## src/pkg/pin_mux_pkg.sv

```systemverilog
// Constants for the pin function selection block for pins 30 to 49.
// Assumes a 32-bit AXI4-Lite register bus and one clock domain.
package pin_mux_pkg;

    // ****************************************************************
    // Geometry
    // ****************************************************************
    localparam int FIELD_W       = 3;   // Bits per pin code
    localparam int PINS_PER_REG  = 10;  // Fields in one register
    localparam int NUM_SEL_REGS  = 2;   // Registers in this block
    localparam int NUM_PINS      = PINS_PER_REG * NUM_SEL_REGS;
    localparam int NUM_ALT       = 6;   // Alternate functions 0 to 5
    localparam int FIRST_PIN     = 30;  // Pin number of field 0
    localparam int DATA_W        = 32;

    // ****************************************************************
    // Register map
    // ****************************************************************
    localparam logic [11:0] ADDR_SEL_30_39 = 12'h000;
    localparam logic [11:0] ADDR_SEL_40_49 = 12'h004;
    localparam logic [31:0] SEL_RESET      = 32'h0000_0000;
    localparam logic [31:0] SEL_WRITE_MASK = 32'h3FFF_FFFF;
    localparam logic [31:0] UNMAPPED_DATA  = 32'h0000_0000;

    // ****************************************************************
    // Bus responses
    // ****************************************************************
    localparam logic [1:0] RESP_OKAY   = 2'h0;
    localparam logic [1:0] RESP_SLVERR = 2'h2;

    // ****************************************************************
    // Function codes held in each field
    // ****************************************************************
    typedef enum logic [2:0] {
        FUNC_INPUT  = 3'b000,
        FUNC_OUTPUT = 3'b001,
        FUNC_ALT5   = 3'b010,
        FUNC_ALT4   = 3'b011,
        FUNC_ALT0   = 3'b100,
        FUNC_ALT1   = 3'b101,
        FUNC_ALT2   = 3'b110,
        FUNC_ALT3   = 3'b111
    } func_code_e;

endpackage : pin_mux_pkg

```

## src/pkg/pin_mux_if.sv

```systemverilog
// Carrier between the register file and the function decoder.
// Assumes pin_mux_pkg is compiled first.
`timescale 1ns/1ps
interface pin_mux_if
    import pin_mux_pkg::*;
#(
    parameter int PINS = NUM_PINS
);
    logic [PINS*FIELD_W-1:0] codes;       // Packed field codes
    logic [PINS-1:0]         is_input;    // Decoded, registered
    logic [PINS-1:0]         is_output;
    logic [PINS*NUM_ALT-1:0] alt_select;  // Six lines per pin

    modport regs (
        output codes,
        input  is_input,
        input  is_output,
        input  alt_select
    );

    modport decoder (
        input  codes,
        output is_input,
        output is_output,
        output alt_select
    );
endinterface : pin_mux_if

```

## src/hdl/pin_function_decode.sv

```systemverilog
// Turns each pin's 3-bit code into registered pad steering lines.
// Assumes codes come straight from the selection registers.
`timescale 1ns/1ps
module pin_function_decode
    import pin_mux_pkg::*;
#(
    parameter int PINS = NUM_PINS
)(
    input  wire logic  clock,
    input  wire logic  rst,
    pin_mux_if.decoder sel
);

    // ****************************************************************
    // Per-pin decode
    // ****************************************************************
    for (genvar g = 0; g < PINS; g++)
    begin : g_pin
        func_code_e code;
        assign code = func_code_e'(sel.codes[g*FIELD_W +: FIELD_W]);

        // Registered so the pad mux never sees a decode glitch
        always_ff @(posedge clock)
        begin
            if (rst)
            begin
                sel.is_input[g]                   <= 1'b1;
                sel.is_output[g]                  <= 1'b0;
                sel.alt_select[g*NUM_ALT +: NUM_ALT] <= 6'h00;
            end
            else
            begin
                sel.is_input[g]  <= (code == FUNC_INPUT);
                sel.is_output[g] <= (code == FUNC_OUTPUT);
                // All eight codes are legal, so no default is needed
                unique case (code)
                    FUNC_ALT0:
                        sel.alt_select[g*NUM_ALT +: NUM_ALT] <= 6'h01;
                    FUNC_ALT1:
                        sel.alt_select[g*NUM_ALT +: NUM_ALT] <= 6'h02;
                    FUNC_ALT2:
                        sel.alt_select[g*NUM_ALT +: NUM_ALT] <= 6'h04;
                    FUNC_ALT3:
                        sel.alt_select[g*NUM_ALT +: NUM_ALT] <= 6'h08;
                    FUNC_ALT4:
                        sel.alt_select[g*NUM_ALT +: NUM_ALT] <= 6'h10;
                    FUNC_ALT5:
                        sel.alt_select[g*NUM_ALT +: NUM_ALT] <= 6'h20;
                    FUNC_INPUT,
                    FUNC_OUTPUT:
                        sel.alt_select[g*NUM_ALT +: NUM_ALT] <= 6'h00;
                endcase
            end
        end
    end

endmodule : pin_function_decode

```

## src/hdl/pin_function_select_30_49.sv

```systemverilog
// Function selection registers for pins 30 to 49, AXI4-Lite slave.
// Assumes a single clock and a synchronous active-high reset; the pad
// ring consumes the decoded per-pin steering outputs.
//
// Notes on behaviour
// - Code 000 input, code 001 output.
// - Codes 100 to 111 give alternates 0-3.
// - Code 011 alternate 4, 010 alternate 5.
// - First register holds pins 30-39, bits 31:30 reserved.
// - Second register holds pins 40-49, same packing.
// - All fields read/write, reset to zero.
//
// The register addresses and register access over AXI4-Lite were left to the implementer.
`timescale 1ns/1ps
module pin_function_select_30_49
    import pin_mux_pkg::*;
#(
    parameter int ADDR_W = 12
)(
    input  wire logic                  clock,
    input  wire logic                  rst,
    // Write address channel
    input  wire logic [ADDR_W-1:0]     s_axi_awaddr,
    input  wire logic [2:0]            s_axi_awprot,
    input  wire logic                  s_axi_awvalid,
    output logic                       s_axi_awready,
    // Write data channel
    input  wire logic [DATA_W-1:0]     s_axi_wdata,
    input  wire logic [DATA_W/8-1:0]   s_axi_wstrb,
    input  wire logic                  s_axi_wvalid,
    output logic                       s_axi_wready,
    // Write response channel
    output logic [1:0]                 s_axi_bresp,
    output logic                       s_axi_bvalid,
    input  wire logic                  s_axi_bready,
    // Read address channel
    input  wire logic [ADDR_W-1:0]     s_axi_araddr,
    input  wire logic [2:0]            s_axi_arprot,
    input  wire logic                  s_axi_arvalid,
    output logic                       s_axi_arready,
    // Read data channel
    output logic [DATA_W-1:0]          s_axi_rdata,
    output logic [1:0]                 s_axi_rresp,
    output logic                       s_axi_rvalid,
    input  wire logic                  s_axi_rready,
    // Pad steering, one bit or group per pin, pin 30 in bit 0
    output logic [NUM_PINS-1:0]        pin_is_input,
    output logic [NUM_PINS-1:0]        pin_is_output,
    output logic [NUM_PINS*NUM_ALT-1:0] pin_alt_select
);

    // ****************************************************************
    // Storage and carrier
    // ****************************************************************
    logic [DATA_W-1:0] sel_q [NUM_SEL_REGS];

    pin_mux_if #(.PINS(NUM_PINS)) mux_bus ();

    // ****************************************************************
    // Address decode
    // ****************************************************************
    // Only full-word aligned matches hit; any other address is refused.
    // Result is {hit, index} so it can feed a continuous assignment.
    function automatic logic [1:0] decode_addr(
        input  logic [ADDR_W-1:0] addr
    );
        logic [11:0] a;
        a = 12'(addr);
        if (ADDR_W > 12 && (addr >> 12) != '0)
            return 2'h0;
        if (a == ADDR_SEL_30_39)
            return 2'h2;
        if (a == ADDR_SEL_40_49)
            return 2'h3;
        return 2'h0;
    endfunction : decode_addr

    // ****************************************************************
    // Write path
    // ****************************************************************
    logic              aw_held_q;
    logic              w_held_q;
    logic [ADDR_W-1:0] aw_addr_q;
    logic [DATA_W-1:0] w_data_q;
    logic [3:0]        w_strb_q;
    logic              bvalid_q;
    logic [1:0]        bresp_q;
    logic              wr_fire;
    logic              wr_hit;
    logic              wr_idx;

    // Address and data are each taken once and held until the write
    assign s_axi_awready = !aw_held_q;
    assign s_axi_wready  = !w_held_q;
    // One write at a time: no fire while a response is still pending
    assign wr_fire       = aw_held_q && w_held_q && !bvalid_q;
    assign {wr_hit, wr_idx} = decode_addr(aw_addr_q);

    // Capture write address
    always_ff @(posedge clock)
    begin
        if (rst)
        begin
            aw_held_q <= 1'b0;
            aw_addr_q <= '0;
        end
        else if (s_axi_awvalid && s_axi_awready)
        begin
            aw_held_q <= 1'b1;
            aw_addr_q <= s_axi_awaddr;
        end
        else if (wr_fire)
            aw_held_q <= 1'b0;
    end

    // Capture write data and byte strobes
    always_ff @(posedge clock)
    begin
        if (rst)
        begin
            w_held_q <= 1'b0;
            w_data_q <= '0;
            w_strb_q <= 4'h0;
        end
        else if (s_axi_wvalid && s_axi_wready)
        begin
            w_held_q <= 1'b1;
            w_data_q <= s_axi_wdata;
            w_strb_q <= s_axi_wstrb;
        end
        else if (wr_fire)
            w_held_q <= 1'b0;
    end

    // Selection registers, byte lanes merged under strobe
    always_ff @(posedge clock)
    begin
        if (rst)
        begin
            for (int r = 0; r < NUM_SEL_REGS; r++)
                sel_q[r] <= SEL_RESET;
        end
        else if (wr_fire && wr_hit)
        begin
            for (int b = 0; b < 4; b++)
            begin
                if (w_strb_q[b])
                    sel_q[wr_idx][b*8 +: 8] <=
                        w_data_q[b*8 +: 8] & SEL_WRITE_MASK[b*8 +: 8];
            end
        end
    end

    // Write response; unmapped writes change nothing and answer SLVERR
    always_ff @(posedge clock)
    begin
        if (rst)
        begin
            bvalid_q <= 1'b0;
            bresp_q  <= RESP_OKAY;
        end
        else if (wr_fire)
        begin
            bvalid_q <= 1'b1;
            bresp_q  <= wr_hit ? RESP_OKAY : RESP_SLVERR;
        end
        else if (s_axi_bready)
            bvalid_q <= 1'b0;
    end

    assign s_axi_bvalid = bvalid_q;
    assign s_axi_bresp  = bresp_q;

    // ****************************************************************
    // Read path
    // ****************************************************************
    logic              rvalid_q;
    logic [DATA_W-1:0] rdata_q;
    logic [1:0]        rresp_q;
    logic              rd_hit;
    logic              rd_idx;

    // A new read is taken only once the last one has been accepted
    assign s_axi_arready = !rvalid_q;
    assign {rd_hit, rd_idx} = decode_addr(s_axi_araddr);

    // Read data is captured at the address handshake
    always_ff @(posedge clock)
    begin
        if (rst)
        begin
            rvalid_q <= 1'b0;
            rdata_q  <= '0;
            rresp_q  <= RESP_OKAY;
        end
        else if (s_axi_arvalid && s_axi_arready)
        begin
            rvalid_q <= 1'b1;
            // Reserved top bits are never stored, so they read as zero
            rdata_q  <= rd_hit ? (sel_q[rd_idx] & SEL_WRITE_MASK)
                               : UNMAPPED_DATA;
            rresp_q  <= rd_hit ? RESP_OKAY : RESP_SLVERR;
        end
        else if (s_axi_rready)
            rvalid_q <= 1'b0;
    end

    assign s_axi_rvalid = rvalid_q;
    assign s_axi_rdata  = rdata_q;
    assign s_axi_rresp  = rresp_q;

    // ****************************************************************
    // Field packing
    // ****************************************************************
    // First register carries pins 30-39, second pins 40-49; field k of
    // a register sits in bits 3k+2:3k, so the top two bits are unused
    for (genvar p = 0; p < NUM_PINS; p++)
    begin : g_field
        localparam int REG = p / PINS_PER_REG;
        localparam int FLD = p % PINS_PER_REG;
        assign mux_bus.codes[p*FIELD_W +: FIELD_W] =
            sel_q[REG][FLD*FIELD_W +: FIELD_W];
    end

    // ****************************************************************
    // Decoder and outputs
    // ****************************************************************
    // One decoder for all twenty pins keeps every field decoded alike
    pin_function_decode #(
        .PINS (NUM_PINS)
    ) u_decode (
        .clock (clock),
        .rst   (rst),
        .sel   (mux_bus.decoder)
    );

    assign pin_is_input   = mux_bus.is_input;
    assign pin_is_output  = mux_bus.is_output;
    assign pin_alt_select = mux_bus.alt_select;

endmodule : pin_function_select_30_49

```

## config.mk

```make
export PLATFORM = sky130hd
export DESIGN_NAME = pin_function_select_30_49
export DESIGN_NICKNAME = d
export VERILOG_FILES = /design/src/pkg/pin_mux_pkg.sv /design/src/pkg/pin_mux_if.sv /design/src/hdl/pin_function_decode.sv /design/src/hdl/pin_function_select_30_49.sv
export SDC_FILE = /design/constraint.sdc
export NUM_CORES = 1
export LEC_CHECK = 0
export BUFFER_PORTS_ARGS = -buffer_cell sky130_fd_sc_hd__buf_2
export CAP_MARGIN = 20
export CORE_ASPECT_RATIO = 0.7
export CORE_MARGIN = 8
export CORE_UTILIZATION = 39
export CTS_CLUSTER_SIZE = 20
export DETAILED_ROUTE_END_ITERATION = 7
export MAX_ROUTING_LAYER = met4
export PLACE_DENSITY = 0.62
export SLEW_MARGIN = 20
export SYNTH_ARGS = -nofsm -noshare
export SYNTH_HDL_FRONTEND = slang
export SYNTH_SLANG_ARGS = --single-unit
```

## constraint.sdc

```tcl
create_clock -name clock -period 4 [get_ports clock]
set_clock_uncertainty 0.15 [all_clocks]
set_input_delay 0.8 -clock clock [delete_from_list [all_inputs] [get_ports clock]]
set_output_delay 0.8 -clock clock [all_outputs]
set_load 0.01 [all_outputs]
```

After elaboration in Yosys (flattened, before gate mapping)

Memory sizes are Yosys's and may differ from the RTL's. A register that Yosys moved wholly into a read port is not among the register bits.
Cells that the tools add are included.

Output and inout port bits: 201
Memory bits (read-only): 960
Input bits: 73
RAM bits: 60
Register bits after elaboration: 126
Memories: 21

Memories:

| memory           | depth | width | rd ports | clocked after Yosys merged registers in | wr ports | RTL line                        | source |
|---|---|---|---|---|---|---|---|
| sel_q            | 2     | 30    | 3        | 0                                       | 2        | pin_function_select_30_49.sv:55 | `logic [DATA_W-1:0] sel_q [NUM_SEL_REGS];` |
| (no name shown)  | 8     | 6     | 1        | 1                                       | 0        | pin_function_decode.sv:36       | `unique case (code)` |
| (no name shown)  | 8     | 6     | 1        | 1                                       | 0        | pin_function_decode.sv:36       |  |
| (no name shown)  | 8     | 6     | 1        | 1                                       | 0        | pin_function_decode.sv:36       |  |
| (no name shown)  | 8     | 6     | 1        | 1                                       | 0        | pin_function_decode.sv:36       |  |
| (no name shown)  | 8     | 6     | 1        | 1                                       | 0        | pin_function_decode.sv:36       |  |
| 15 more memories | n/a   | n/a   | n/a      | n/a                                     | n/a      | n/a                             |  |

Mux-type cells: 45
Eq/ne operators: 22
Reduce and logical (&&, ||, !) cells: 37

Operators by type and width:

| kind                                           | count |
|---|---|
| == test 3 x 1 -> 1 bit, second input constant  | 20 |
| zero test 3 bit                                | 20 |
| two-way mux 30 bit                             | 2 |
| two-way mux 1 bit                              | 32 |
| OR reduction 30 bit                            | 1 |
| == test 12 x 3 -> 1 bit, second input constant | 2 |
| zero test 12 bit                               | 2 |
| two-way mux 2 bit                              | 10 |
| nonzero test 2 bit                             | 4 |
| logical AND 1 bit                              | 6 |
| zero test 1 bit                                | 4 |
| two-way mux 4 bit                              | 1 |

Longest topological paths before layout

Word-level depth: 11
Mapped depth: 6

Modules after synthesis

A second synthesis with hierarchy kept.

Cell total of the unflattened synthesis: 953
Area, all modules: 10,651.5 um^2

Modules (own cells, without submodules):

| module                    | sequential area each (um^2) | cells each | area an instance (um^2) | times used |
|---|---|---|---|---|
| pin_function_select_30_49 | 3,443.3                     | 522        | 5,607.9                 | 1 |
| pin_function_decode       | 3,203.1                     | 431        | 5,043.6                 | 1 |

Worst setup path after synthesis

OpenSTA, ideal clock, no wires.

Path kind: in2reg
From: in rst
To: mem sel_q[0][24] (netlist name) (enable)
Buffers on the path: 2
Data arrival time: 1.738 ns
Stages on the path: 5
Slack: 1.796 ns
Cells stage by stage: buf_6 > nor3b_2 > nor3b_4 > buf_2 > a21o_1

RTL lines:

| element            | RTL line                        | source |
|---|---|---|
| start: declaration | pin_function_select_30_49.sv:21 | `input wire logic rst,` |
| end: declaration   | pin_function_select_30_49.sv:55 |  |

==> results.yml <==
outcome:
  outcome: "finished, final reports clean"
critical_path:
  cp.required_ns: 4.06
  r2r-start: "aw_addr_q[3]"
  cp-endpoint: "sel_q[0][23]"
  critPathMaxStageDelay_ns: 0.66
  cp-end-kind: "register"
  r2r_setup_slack_ns: 1.64
  crit_start: "aw_addr_q[3]"
  critPathSlowestCell: "and4_1"
  crit_arrival_ns: 2.42
  r2r_cells: 3
  critPathLaunchType: "register"
  path_max_fanout: 17
  crit_chain: "nor4_2 > and4_1 > a21o_2"
  rr_endpoint: "sel_q[0][23]"
  path_class: "register to register"
synth:
  syn_area_sq_um: 10100
  avgSynthCellArea_sq_um: 11.0
  synth_seq_cells: 302
  synth_seq_area_share_pct: 65.5
  synthCells: 925
  synth_cell_types: 35
  yosysWarnings: 0
sta:
  max-slew-margin-rel_pct: 26.9
  fin_crit_ns: 2.36
  final.period_utilization_pct: 59.0
  drv_slew: 0
  rsz0062_at_grt: "false"
  max_freq_mhz: 424
  finalSetupViolCount: 0
  worst_pin_slew_ns: 1.10
  tns_ns: 0
  hold_viol_final: 0
routing:
  wirelength_mm: 26.5
  dr.pass1.iters: 5
  drc_errors: 0
  routed_via_density: 4.78
  drt-initial-drc-count: 349
  vias: 7280
  ant_nets: 0
  post_drt_wl_per_cell_um: 17.4
placement:
  routabilityCongestion: 0.779
  dp_hpwl_mm: 18.8
  dp_cells: 1471
  buffer_ports.inserted: 261
clock_tree:
  clock_latency_ns: 0.53
  clock_path_buffers: 3
  cts.repair.resized: 0
  htreeDepth: 1
  cts_root_buffer: "clkbuf_16"
  cts.sinks: 302
  cts.hold.buffers_added: 0
  cts_inserted_buffers: 29
  path_clk_slew_ns: 0.06
  post-cts-setup-buffer-count: 0
  cts_tree: "yes"
cells_and_area:
  fill_cells: 2418
  multiInputGateArea_sq_um: 3200
  nNetsFinal: 1244
  final_common_cell: "buf_2"
  regArea_sq_um: 6650
  stdcell_count: 1523
  drive_gt1_share_pct: 31.0
  mostFrequentLayoutCells: "260 x buf_2, 242 x dfxtp_1, 112 x nand2_1"
  area_delta_synth_final_pct: 23.8
hold_path:
  hold_class: "register to register"
die:
  rows: 49
  initial_core_util_pct: 39.6
  coreArea_sq_um: 25600
  die_w_um: 209
  io_pins: 274
  dieArea_sq_um: 31500
  die_y_um: 151
job:
  maxCapViolCount: 0
global_route:
  grt_pass1_vias: 7324
  grt_max_degree: 70
  grt_first_pass_wirelength_mm: 41.2
  grt_overflow: 0
  track_usage_pct: 16.7
  antenna_found_initial: 1
power:
  irDropWorstVdd_mv: 0.273
  power_density_nw_per_um2: 497
  p_leak_uw: 0.00564
kinds of logic after synthesis:
kind of cell	Yosys count	share of synthesized area (%)
compound gates	89	5.88
mux	30	2.96
buf+inv	60	3.22
other cells	1	0.0370
simple gates	443	22.4
flops	302	65.5
how the worst min path moves through the flow:
| stage | startpoint | endpoint | slack (ns) | depth (start not counted) |
|---|---|---|---|---|
| 6_report | w_data_q[11] | w_data_q[11] | 0.31 | 2 |
| 5_1_grt | s_axi_rready | s_axi_rvalid | 0.30 | 2 |
| 4_1_cts | s_axi_rready | s_axi_rvalid | 0.28 | 2 |
| 3_5_place_dp | s_axi_rdata[27] | s_axi_rdata[27] | 0.30 | 1 |
| 3_3_place_gp | s_axi_rdata[2] | s_axi_rdata[2] | 0.29 | 1 |
| 2_1_floorplan | aw_addr_q[0] | aw_addr_q[0] | 0.29 | 2 |
cell type report:
cell class	instances	share of cell area [%]
Tap cell	331	3.30
Timing Repair Buffer	268	10.8
Clock buffer	43	6.75
Multi-Input combinational cell	566	25.5
Sequential cell	302	52.9
Antenna cell	1	0.0199
Clock inverter	8	0.578
Inverter	4	0.120
flip-flops by register name, summed over array words and instances (netlist names), 4 cells and up:
register                 cells
u_decode.sel.is_input       20
aw_addr_q                   12
w_data_q                    30
u_decode.sel.is_output      20
s_axi_rdata                 30
w_strb_q                     4
u_decode.sel.alt_select    120
sel_q                       60
worst max-delay path: cells and delay by family (launching register included):
family,cells,cell delay [ns]
AND/OR/NAND/NOR,2,1.20
AO/OA/AOI/OAI,1,0.37
flip-flops,1,0.32
cells in the mapped netlist (all sizes together):
| library cell | n | area, sq um |
|---|---|---|
| conb | 1 | 3.75 |
| nor3b | 2 | 31.3 |
| buf | 23 | 183 |
| a31o | 4 | 35.0 |
| nor4 | 3 | 31.3 |
| nand2 | 112 | 420 |
| and4 | 5 | 45.0 |
| and3 | 62 | 415 |
| nor4b | 1 | 8.76 |
| and3b | 1 | 8.76 |
| nor2 | 67 | 251 |
| clkbuf | 33 | 129 |
| nor3 | 104 | 521 |
| o2bb2ai | 30 | 263 |
| or2 | 20 | 125 |
| inv | 4 | 15.0 |
| a21oi | 47 | 235 |
| dfxtp | 242 | 4840 |
| nand2b | 62 | 388 |
| o21a | 2 | 15.0 |
| nor2b | 3 | 18.8 |
| a211oi | 2 | 15.0 |
| nand4 | 1 | 6.26 |
| a21o | 4 | 33.8 |
| mux2i | 30 | 300 |
| edfxtp | 60 | 1800 |
layer usage:
layer  vias to the layer above  track usage [%]  share of wire, %
met3                        33             4.26               5.5
met2                       172             26.5                45
met4                         0             3.27               1.7
met1                      3398             21.5                47
met5                         -                -                 0
li1                       3677                -                 -
where the power goes:
group	leakage, uW	switching, uW	internal, uW
Combinational	0.00259	209	129
Clock	0.000455	1120	1530
Sequential	0.00259	67.5	3190
Total	0.00564	1400	4840
metrics by stage:
step | setup slack, ns | hold WS, ns | cell area, sq um | total power [uW] | utilization [%]
after global placement | 1.23 | 0.292 | 11600 | 3660 | 45.4
after floorplan | 1.80 | 0.286 | 10200 | 3520 | -
final | 1.64 | 0.308 | 12600 | 6240 | 49.0
after detailed placement | 1.20 | 0.297 | 11600 | 3670 | 45.4
after CTS | 1.61 | 0.279 | 12600 | 6310 | 49.0
after global routing | 1.53 | 0.296 | 12600 | 6480 | 49.0
(Power assumes the default switching activity.)
